$ cat config.mk
export PLATFORM = sky130hd
export DESIGN_NAME = asr_readout
export DESIGN_NICKNAME = d
export VERILOG_FILES = /design/src/rtl/asr_pkg.sv /design/src/rtl/asr_readout.sv /design/src/rtl/asr_pin_sync.sv /design/src/rtl/asr_settle_timer.sv
export SDC_FILE = /design/constraint.sdc
export NUM_CORES = 1
export LEC_CHECK = 0
export ABC_AREA = 1
export BUFFER_PORTS_ARGS = -buffer_cell sky130_fd_sc_hd__buf_2
export CAP_MARGIN = 20
export CORE_AREA = 2 2 109 69
export CTS_CLUSTER_DIAMETER = 120
export CTS_CLUSTER_SIZE = 30
export DETAILED_ROUTE_END_ITERATION = 10
export DIE_AREA = 0 0 111 71
export SLEW_MARGIN = 20
export SYNTH_ARGS = -nofsm -noshare
export SYNTH_HDL_FRONTEND = slang
export SYNTH_SLANG_ARGS = --single-unit
$ cat constraint.sdc
create_clock -name ref_clk -period 2.2 [get_ports ref_clk]
set_input_delay 0.22 -clock ref_clk [delete_from_list [all_inputs] [get_ports ref_clk]]
set_output_delay 0.22 -clock ref_clk [all_outputs]
set_load 0.02 [all_outputs]
$ cat src/rtl/asr_pkg.sv
// Shared constants, types and helpers of the serial readout converter logic.
package asr_pkg;

  // Result and frame geometry.
  localparam int          RESULT_BITS   = 12;
  localparam int          FRAME_BITS    = RESULT_BITS + 1;
  localparam logic [3:0]  FLAG_EDGE     = 4'h2;
  localparam logic [3:0]  LAST_BIT_EDGE = 4'hE;
  localparam logic [3:0]  IGNORE_SCK    = 4'hE;
  localparam logic [3:0]  RELEASE_EDGE  = 4'hF;

  // Strobe edge counts that select the power-down depth.
  localparam logic [2:0]  NAP_EDGES     = 3'h2;
  localparam logic [2:0]  SLEEP_EDGES   = 3'h4;

  // Reference recovery after deep power-down: slew time plus extra settle time.
  localparam int          CLK_PERIOD_NS = 10;
  localparam int          REF_SLEW_US   = 2000;
  localparam int          REF_EXTRA_US  = 10000;
  localparam int          SETTLE_CYCLES =
    ((REF_SLEW_US + REF_EXTRA_US) * 1000 + CLK_PERIOD_NS - 1) / CLK_PERIOD_NS;
  localparam int          SETTLE_W      = 21;

  // Power states of the converter.
  typedef enum logic [1:0] {
    ASR_ACTIVE,
    ASR_NAP,
    ASR_SLEEP
  } asr_mode_t;

  // Host-facing pins that are sampled together.
  typedef struct packed {
    logic sck;
    logic convert_strobe;
    logic bipolar;
  } asr_pins_t;

  // Whole state of the readout sequencer.
  typedef struct packed {
    asr_mode_t                mode;
    logic [2:0]               pdCount;
    logic                     frameOn;
    logic [3:0]               sckCount;
    logic [FRAME_BITS-1:0]    shift;
    logic                     dataOut;
    logic                     driveOn;
  } asr_state_t;

  // Formats a raw offset-binary code as straight binary or two's complement.
  function automatic logic [RESULT_BITS-1:0] asr_format(
    input logic [RESULT_BITS-1:0] code,
    input logic                   bipolar
  );
    asr_format = code;
    if (bipolar) begin
      asr_format[RESULT_BITS-1] = ~code[RESULT_BITS-1];
    end
  endfunction

endpackage

$ cat src/rtl/asr_readout.sv
// Digital sequencer of the serial readout converter with power-down control.
// Operation
// RL1 - Unipolar range: straight binary 12-bit result.
// RL2 - Bipolar range: two's complement 12-bit result.
// RL3 - Power-up enters active state, ready to convert.
// RL4 - Two strobe rises without clock: light power-down.
// RL5 - Clock rise wakes light power-down; converts promptly.
// RL6 - Four strobe rises: deep power-down; clock wakes.
// RL7 - Settled flag low through reference recovery time.
// RL8 - Host avoids deep power-down more than every 2ms.
// RL9 - Strobe rise starts; further rises ignored 14 clocks.
// RL10 - Host chooses any strobe duty cycle.
// RL11 - Host makes strobe one clock period wide.
// RL12 - Each clock rise advances conversion and output bit.
// RL13 - Flag on second clock rise, then result MSB-first.
// RL14 - Frame carries 13 bits from second clock rise.
// RL15 - Output high impedance until first conversion starts.
// RL16 - Bit valid by next clock rise; host samples rises.
// RL17 - Host gives 16 clocks, discards trailing positions.
module asr_readout
  import asr_pkg::*;
#(
  parameter logic [SETTLE_W-1:0] SETTLE_LEN = SETTLE_W'(SETTLE_CYCLES)
) (
  input  wire logic                   ref_clk,
  input  wire logic                   nrst,
  input  wire logic                   sckPin,
  input  wire logic                   convertStrobePin,
  input  wire logic                   rangeBipolarPin,
  input  wire logic [RESULT_BITS-1:0] sampleCode,
  output logic                        dataOut,
  output logic                        dataOutEn_n,
  output logic                        napMode,
  output logic                        sleepMode,
  output logic                        refPowerOn,
  output logic                        referenceSettledFlag
);

  asr_state_t st;
  asr_state_t next_st;
  asr_pins_t  pinsIn;
  asr_pins_t  pinsLevel;
  asr_pins_t  pinsRise;
  logic       wakeFromSleep;
  logic       settleBusy;
  logic       convAccepted;
  logic [3:0] sckNext;
  logic [2:0] pdNext;

  // Host pins come from outside the clock domain and are synchronised first.
  assign pinsIn = '{sck: sckPin, convert_strobe: convertStrobePin, bipolar: rangeBipolarPin};

  asr_pin_sync u_sync (
    .ref_clk   (ref_clk),
    .nrst      (nrst),
    .pinsIn    (pinsIn),
    .pinsLevel (pinsLevel),
    .pinsRise  (pinsRise)
  );

  // Reference recovery timer; held loaded while the reference is unpowered.
  asr_settle_timer #(
    .SETTLE_LEN (SETTLE_LEN)
  ) u_settle (
    .ref_clk (ref_clk),
    .nrst    (nrst),
    .start   (wakeFromSleep),
    .hold    (st.mode == ASR_SLEEP),
    .busy    (settleBusy)
  );

  // The flag stays low while asleep and during the recovery count.
  assign referenceSettledFlag = (st.mode != ASR_SLEEP) && !settleBusy; // RL7

  // Next-state logic of the sequencer.
  always_comb begin
    next_st       = st;
    wakeFromSleep = 1'b0;
    convAccepted  = 1'b0;
    sckNext       = st.sckCount + 4'h1;
    pdNext        = st.pdCount;

    // A clock rise wakes the part and moves the frame on by one step.
    if (pinsRise.sck) begin
      pdNext       = '0;
      next_st.mode = ASR_ACTIVE; // RL5
      if (st.mode == ASR_SLEEP) begin
        wakeFromSleep = 1'b1; // RL6
      end
      if (st.frameOn) begin
        next_st.sckCount = sckNext; // RL12
        if ((sckNext >= FLAG_EDGE) && (sckNext <= LAST_BIT_EDGE)) begin
          next_st.dataOut = st.shift[FRAME_BITS-1]; // RL13
          next_st.driveOn = 1'b1; // RL14
          next_st.shift   = {st.shift[FRAME_BITS-2:0], 1'b0}; // RL12
        end else if (sckNext >= RELEASE_EDGE) begin
          next_st.driveOn = 1'b0;
          next_st.frameOn = 1'b0;
        end
      end
    end

    // Strobe rises with no clock rise between them count toward power-down.
    if (pinsRise.convert_strobe) begin
      if (pdNext != SLEEP_EDGES) begin
        pdNext = pdNext + 3'h1;
      end
      if (pdNext == SLEEP_EDGES) begin
        next_st.mode = ASR_SLEEP; // RL6
      end else if (pdNext >= NAP_EDGES) begin
        next_st.mode = ASR_NAP; // RL4
      end
      if (next_st.mode != ASR_ACTIVE) begin
        next_st.frameOn = 1'b0;
        next_st.driveOn = 1'b0;
      end
    end
    next_st.pdCount = pdNext;

    // A strobe rise starts a frame only when awake and outside the ignore window.
    convAccepted = pinsRise.convert_strobe && (next_st.mode == ASR_ACTIVE)
                   && !(st.frameOn && (st.sckCount < IGNORE_SCK)); // RL9

    // An accepted strobe samples the result and loads flag plus code; the line
    // stays released until the flag edge of the new frame.
    if (convAccepted) begin
      next_st.frameOn  = 1'b1; // RL9
      next_st.sckCount = '0;
      next_st.driveOn  = 1'b0; // RL13
      next_st.shift    = {referenceSettledFlag,
                          asr_format(sampleCode, pinsLevel.bipolar)}; // RL1 RL2
    end
  end

  // Registers the sequencer; reset gives the active state, output released.
  always_ff @(posedge ref_clk or negedge nrst) begin
    if (!nrst) begin
      st      <= '0; // RL3 RL15
      st.mode <= ASR_ACTIVE; // RL3
    end else begin
      st <= next_st;
    end
  end

  // Pin drivers and power indications come straight from registers.
  assign dataOut     = st.dataOut; // RL16
  assign dataOutEn_n = ~st.driveOn; // RL15
  assign napMode     = (st.mode == ASR_NAP);
  assign sleepMode   = (st.mode == ASR_SLEEP);
  assign refPowerOn  = (st.mode != ASR_SLEEP); // RL4
endmodule

$ cat src/rtl/asr_pin_sync.sv
// Two-stage synchroniser and rising edge finder for the host pins.
module asr_pin_sync
  import asr_pkg::*;
(
  input  wire logic      ref_clk,
  input  wire logic      nrst,
  input  wire asr_pins_t pinsIn,
  output asr_pins_t      pinsLevel,
  output asr_pins_t      pinsRise
);

  typedef struct packed {
    asr_pins_t meta;
    asr_pins_t stable;
    asr_pins_t last;
  } asr_sync_t;

  asr_sync_t st;
  asr_sync_t next_st;

  // The first stage feeds only the second stage.
  always_comb begin
    next_st        = st;
    next_st.meta   = pinsIn;
    next_st.stable = st.meta;
    next_st.last   = st.stable;
  end

  // Registers the synchroniser chain.
  always_ff @(posedge ref_clk or negedge nrst) begin
    if (!nrst) begin
      st <= '0;
    end else begin
      st <= next_st;
    end
  end

  // Level and one-cycle rise pulses from the settled stages.
  assign pinsLevel = st.stable;
  assign pinsRise  = st.stable & ~st.last;

endmodule

$ cat src/rtl/asr_settle_timer.sv
// Counts the reference recovery time after a wake from deep power-down.
module asr_settle_timer
  import asr_pkg::*;
#(
  parameter logic [SETTLE_W-1:0] SETTLE_LEN = SETTLE_W'(SETTLE_CYCLES)
) (
  input  wire logic ref_clk,
  input  wire logic nrst,
  input  wire logic start,
  input  wire logic hold,
  output logic      busy
);

  typedef struct packed {
    logic                busy;
    logic [SETTLE_W-1:0] left;
  } asr_timer_t;

  asr_timer_t st;
  asr_timer_t next_st;

  // Start reloads, hold keeps the count stopped while the reference is off.
  always_comb begin
    next_st = st;
    if (start || hold) begin
      next_st.busy = 1'b1;
      next_st.left = SETTLE_LEN;
    end else if (st.busy) begin
      if (st.left <= SETTLE_W'(1)) begin
        next_st.busy = 1'b0;
        next_st.left = '0;
      end else begin
        next_st.left = st.left - SETTLE_W'(1);
      end
    end
  end

  // Registers the timer state.
  always_ff @(posedge ref_clk or negedge nrst) begin
    if (!nrst) begin
      st <= '0;
    end else begin
      st <= next_st;
    end
  end

  assign busy = st.busy;

endmodule

## Word-level counts from Yosys, hierarchy flattened

Cells that the tools add are included.

- Add/sub/neg operators: 3
- Magnitude comparators: 6
- Equal/unequal tests: 5
- Mux-type cells: 29
- Bitwise logic cells: 4
- Reduce and logical (&&, ||, !) cells: 17

Operators by type and width:

| kind | count |
|---|---|
| $mux W22 | 2 |
| $mux W20 | 2 |
| $le A21 B1 Y1 const B | 1 |
| $mux W21 | 1 |
| $sub A21 B1 Y21 const B | 1 |
| $mux W18 | 1 |
| $mux W14 | 1 |
| $mux W1 | 13 |
| $mux W3 | 4 |
| $mux W2 | 5 |
| $reduce_bool A2 Y1 | 5 |
| $reduce_and A3 Y1 | 2 |
| $logic_and A1 B1 Y1 | 5 |
| $add A4 B1 Y4 const B | 1 |
| $ge A4 B2 Y1 const B | 1 |
| $ge A4 B4 Y1 const B | 1 |
| $le A4 B4 Y1 const B | 1 |
| $lt A4 B4 Y1 const B | 1 |
| $add A3 B1 Y3 const B | 1 |
| $and A3 B3 Y3 | 1 |
| $eq A3 B3 Y1 const B | 1 |
| $ge A3 B2 Y1 const B | 1 |
| $ne A3 B3 Y1 const B | 1 |
| $not A3 Y3 | 1 |
| other kinds (8) | 10 |

- Bits in registers: 56
- Input bits: 17
- Output and inout bits: 6
- Logic and storage cells: 82

## Depth between registers and ports, before layout

- Depth after elaboration: 16
- Gate-level depth with buffers: 19
- Depth with buffers taken out: 18

## Cells and area by module

A second synthesis with hierarchy kept.

- Cells, all modules: 422
- Area, all modules: 3248.1 µm²

By module, submodules not included:

| module | instances | cells each | area each (µm²) | sequential area each (µm²) |
|---|---|---|---|---|
| asr_readout | 1 | 213 | 1575.3 | 625.6 |
| asr_settle_timer | 1 | 191 | 1395.1 | 550.5 |
| asr_pin_sync | 1 | 18 | 277.8 | 225.2 |

## Worst setup path after synthesis

Ideal clock, no wire load.

- Path type: register to register
- From: register u_sync.st (netlist bit u_sync.pinsLevel[2])
- To: register st[13] (netlist name)
- Setup time: 117 ps
- Data arrival time: 1870 ps
- Required time: 2083 ps
- Path slack: 214 ps
- Stages on the path, launching flop included: 17
- Buffers on the path: 1
- Period minus slack after synthesis: 1986 ps
- Cells stage by stage: dfrtp_1 -> nand2_4 -> inv_4 -> nor2_2 -> inv_1 -> ha_1 -> nand3_1 -> nand2_1 -> nand2_1 -> nand4_1 -> nand2_1 -> nand2_2 -> nor2_4 -> nand2_4 -> buf_6 -> nand3_1 -> nand2_1

- Longest elaborated chain between the ends: 15
- Elaborated cells on any way between the ends: 21
- Classes of those cells: add/sub: 1; order compare: 1; eq/ne: 2; mux: 9; bitwise: 1; reduce/logical: 7

Ends and longest elaborated chain:

| element | RTL line | source |
|---|---|---|
| from (decl) | asr_pin_sync.sv:18 | `asr_sync_t st;` |
| from (signal assigned) | asr_pin_sync.sv:34 | `st <= next_st;` |
| $and A3 B3 Y3 (*) | asr_pin_sync.sv:40 | `assign pinsRise = st.stable & ~st.last;` |
| $mux W3 | asr_readout.sv:84 | `if (pinsRise.sck) begin` |
| $add A3 B1 Y3 or $ne A3 B3 Y1 (tied branches) | asr_readout.sv:106, asr_readout.sv:105 |  |
| $mux W3 | asr_readout.sv:105 | `if (pdNext != SLEEP_EDGES) begin` |
| $mux W3 | asr_readout.sv:104 | `if (pinsRise.convert_strobe) begin` |
| $ge A3 B2 Y1 | asr_readout.sv:110 | `end else if (pdNext >= NAP_EDGES) begin` |
| $mux W2 | asr_readout.sv:110 |  |
| $mux W2 | asr_readout.sv:108 | `if (pdNext == SLEEP_EDGES) begin` |
| $mux W2 (2 in series) | asr_readout.sv:104 |  |
| $logic_not A2 Y1 | asr_readout.sv:121 | `convAccepted = pinsRise.convert_strobe && (next_st.mode == ASR_ACTIVE)` |
| $logic_and A1 B1 Y1 | asr_readout.sv:121 |  |
| $logic_and A1 B1 Y1 | asr_readout.sv:122 | `&& !(st.frameOn && (st.sckCount < IGNORE_SCK));` |
| $reduce_bool A2 Y1 (no line) | - |  |
| $reduce_and A3 Y1 (no line) | - |  |
| to (signal assigned) | asr_readout.sv:141 | `st <= next_st;` |
| to (decl) | asr_readout.sv:39 | `asr_state_t st;` |

Mark *: on every way between the ends. The rest lies on a longest branch, timed or not. The select of a mux whose other input is x is not followed.
A chain may end at the register's enable or synchronous reset.

## Worst setup path in the final report

- From: register u_sync.st (netlist bit u_sync.pinsLevel[2])
- To: register st[5] (netlist name)

The elaborated chain is that of the path after synthesis.

==> results.md <==
* Req. time, crit path at roughly 2400 ps
* Synth area leader: dfrtp_1
* Vias in the first global route at around 2400
* Tightest Pin Transition at about 650 ps
* WS Path Type: reg -> reg
* Post-Synthesis Cells at 390
* GRT overflow at 0
* Worst R2R Start: u_sync.pinsLevel[2]
* Setup Skew at approximately 7.3 ps
* Hold Path Stages at 1
* Dpl ws at between 50 and 60 ps
* Global-route wire length before repair at about 11 mm
* Worst r2r path cells at 16
* Worst hold path type: in -> reg
* Synth Cell Area at 0.003004 mm2
* Pwr/cell area at a little over 1000 mW/mm2
* Sink Count at 55
* Max Slew Vio Count at 0
* Synthesized area per cell at roughly 7.7 um2
* Most common cell in the netlist: nand2_1
* Clk buf depth at 2
* Fin Hold WS at 29.55 ps
* Setup violators final at 0
* First drt pass iteration count at 4
* Ranking of synthesized cells by area: dfrtp_1, nand2_1, nand3_1, nor2_1, inv_1
* Slew HR at 56.41%
* WL final at between 6 and 7 mm
* Die Height at a little over 70 um
* Slowest CP cell: dfrtp_1
* Post-Route Utilization at ~52%
* Die area at 0.007881 mm2
* Crit path max fanout at 12
* FMAX at between 400 and 500 MHz
* FF+latch count, synth at 55
* Post-synth net total at 413
* Unrepaired setup endpoints after global routing: yes
* Period Utilization, post-route at between 90% and 100%
* Cell breakdown of the critical path: nand2_4 > inv_6 > nor2_4 > inv_2 > ha_4 > nand3_1 > nand2_1 > nand2_2 > nand4_1 > nand2_1 > nand2_2 > nor2_4 > nand2_4 > buf_12 > nand3_1 > nand2_1
* Number of buffers added on ports at 22
* Starting Density at 43.31%
* Post-synth top area share at roughly 46%
* Vias per cell at roughly 5
* Root buf cell: clkbuf_16
* FF-to-FF End: st[5]
* Fin nets at approximately 450
* Antenna violations before repair at 0
* Most frequent cells after synthesis: nand2_1, dfrtp_1, nor2_1
* DR DRC count at 0
* Startpoint types: flip-flop
* Hold path endpoint: u_sync.next_st[3]
* Outcome: finished clean
* Share of cells above drive strength 1 at between 15 and 20%
* Core area at between 0.006 and 0.007 mm2
* Detailed placer's ending HPWL at 4.707 mm
* Routed WL per cell at approximately 13 um
* ANT cells at 0
* Fin crit period at approximately 2100 ps
* Hold Crit Start: rangeBipolarPin
* Ys Warns at 0
* DP Area at around 0.0033 mm2
* Total track usage at 17.56%
* Async SR Flop Fraction at 100.0%
* Worst setup margin at around 63 ps
* Register area share after synthesis at between 40% and 50%
* Top_reg_cell synth: dfrtp_1
* IO Count at 23
* Post-route ant nets at 0
* CP most frequent cell: nand2_1
* Total design power at 3.671 mW
* CTS buffer count at 5
* Largest net degree at the start of global routing at 31
* Data arrival time of the critical path at 2320 ps
* Area grow syn2layout at 19.66%
* # rows at 24
* Worst R2R Setup Slack at between 60 and 70 ps
* CP Launch Point: u_sync.pinsLevel[2]
* TritonCTS clock tree: yes
* Post-route cell area at between 0.003 and 0.004 mm2
* Clk_lat worst skew at slightly below 300 ps
* EDFF count, synth at 0
* # Max-Cap Violations at 0
* Vias at ~2600
* Static leakage at 1.749 nW
* Synth cell types at 29
* Peak supply drop at ~0.57 mV
* Worst-path clk slew at around 70 ps
* Die X at around 110 um
* Final RePlAce weighted congestion at between 0.8 and 0.9
* Final hold vios at 0
* Critical Path Sink Type: flip-flop
* DRT iter0 DRCs at about 230
* H-tree levels at 2
* Crit-path max cell delay at between 400 and 500 ps
critical path: cells and delay by family, from the launching register on:
kind,cells,cell delay [ps]
and+or+nand+nor,12,1200
DFF,1,410
buffers and inverters,3,250
adders and majority gates,1,170
power breakdown:
group	switching, mW	internal, mW	total, mW
Clock	0.353	0.566	0.920
Sequential	0.213	1.30	1.51
Combinational	0.755	0.486	1.24
repair_timing:
item / in CTS / in global routing
hold endpoints to repair: 25 / 0
gates resized for setup: 0 / 19
hold buffers: 1 / 0
setup endpoints to repair: 0 / 22
setup buffers: 0 / 3
through the flow:
step | cells | TNS, ps
2_1_floorplan | 390 | 0
3_3_place_gp | 506 | 0
3_5_place_dp | 506 | 0
4_1_cts | 515 | 0
5_1_grt | 520 | -916.8
6_report | 520 | 0
layout by cell type (no fill, tap or decap), types with 2 or more instances in the layout:
master / instances
nand2_1: 101
dfrtp_1: 55
nor2_1: 47
nand3_1: 44
inv_1: 43
buf_2: 22
xor2_1: 16
o21ai_0: 15
nand4_1: 9
buf_4: 9
nand2_2: 8
clkbuf_16: 6
ha_1: 5
nand2_4: 4
xnor2_1: 4
a21oi_1: 4
inv_2: 3
nor2_2: 3
nor3_1: 3
o221ai_1: 3
o22ai_1: 3
o211ai_1: 3
buf_12: 3
nor2_4: 2
nand3_2: 2
buf_6: 2
layer usage:
| layer | track usage [%] | vias up | part of all wire (%) |
|---|---|---|---|
| li1 | - | 1315 | - |
| met1 | 27.17 | 1186 | 56 |
| met2 | 25.09 | 46 | 39 |
| met3 | 4.027 | 8 | 3.8 |
| met4 | 3.750 | 0 | 0.84 |
| met5 | 0 | - | 0 |
registers in the layout, indices dropped and copies added (netlist names):
| name | count |
|---|---|
| u_sync.st | 2 |
| u_sync.next_st | 3 |
| u_settle.busy | 1 |
| dataOut | 1 |
| u_settle.st | 21 |
| st | 24 |
| u_sync.pinsLevel | 3 |
cell families after synthesis:
kind of cell               Yosys count  share of synthesized area, %
AOI/OAI and AO/OA                   30                         5.873
xor gates and xnor gates            20                         5.831
adders and majority gates            6                         2.499
buffers and inverters               56                         7.913
DFF                                 55                         45.81
and+or+nand+nor                    223                         32.07
worst max-delay path by stage:
stage	end	slack (ps)	depth (start not counted)
2_1_floorplan	st[13]	210	16
3_3_place_gp	st[7]	100	16
3_5_place_dp	st[6]	50	16
4_1_cts	st[6]	40	16
5_1_grt	st[3]	-100	16
6_report	st[5]	60	16
final cells by class:
type	count	area, um2
tap	91	113.9
clock buffer	6	138.9
sequential	55	1376
multi-input combinational	279	1443
fill	672	3342
inverter	49	192.7
timing repair buffer	38	295.3
clock inverter	2	35.03
Note: power is estimated with default switching activity, not from simulation.
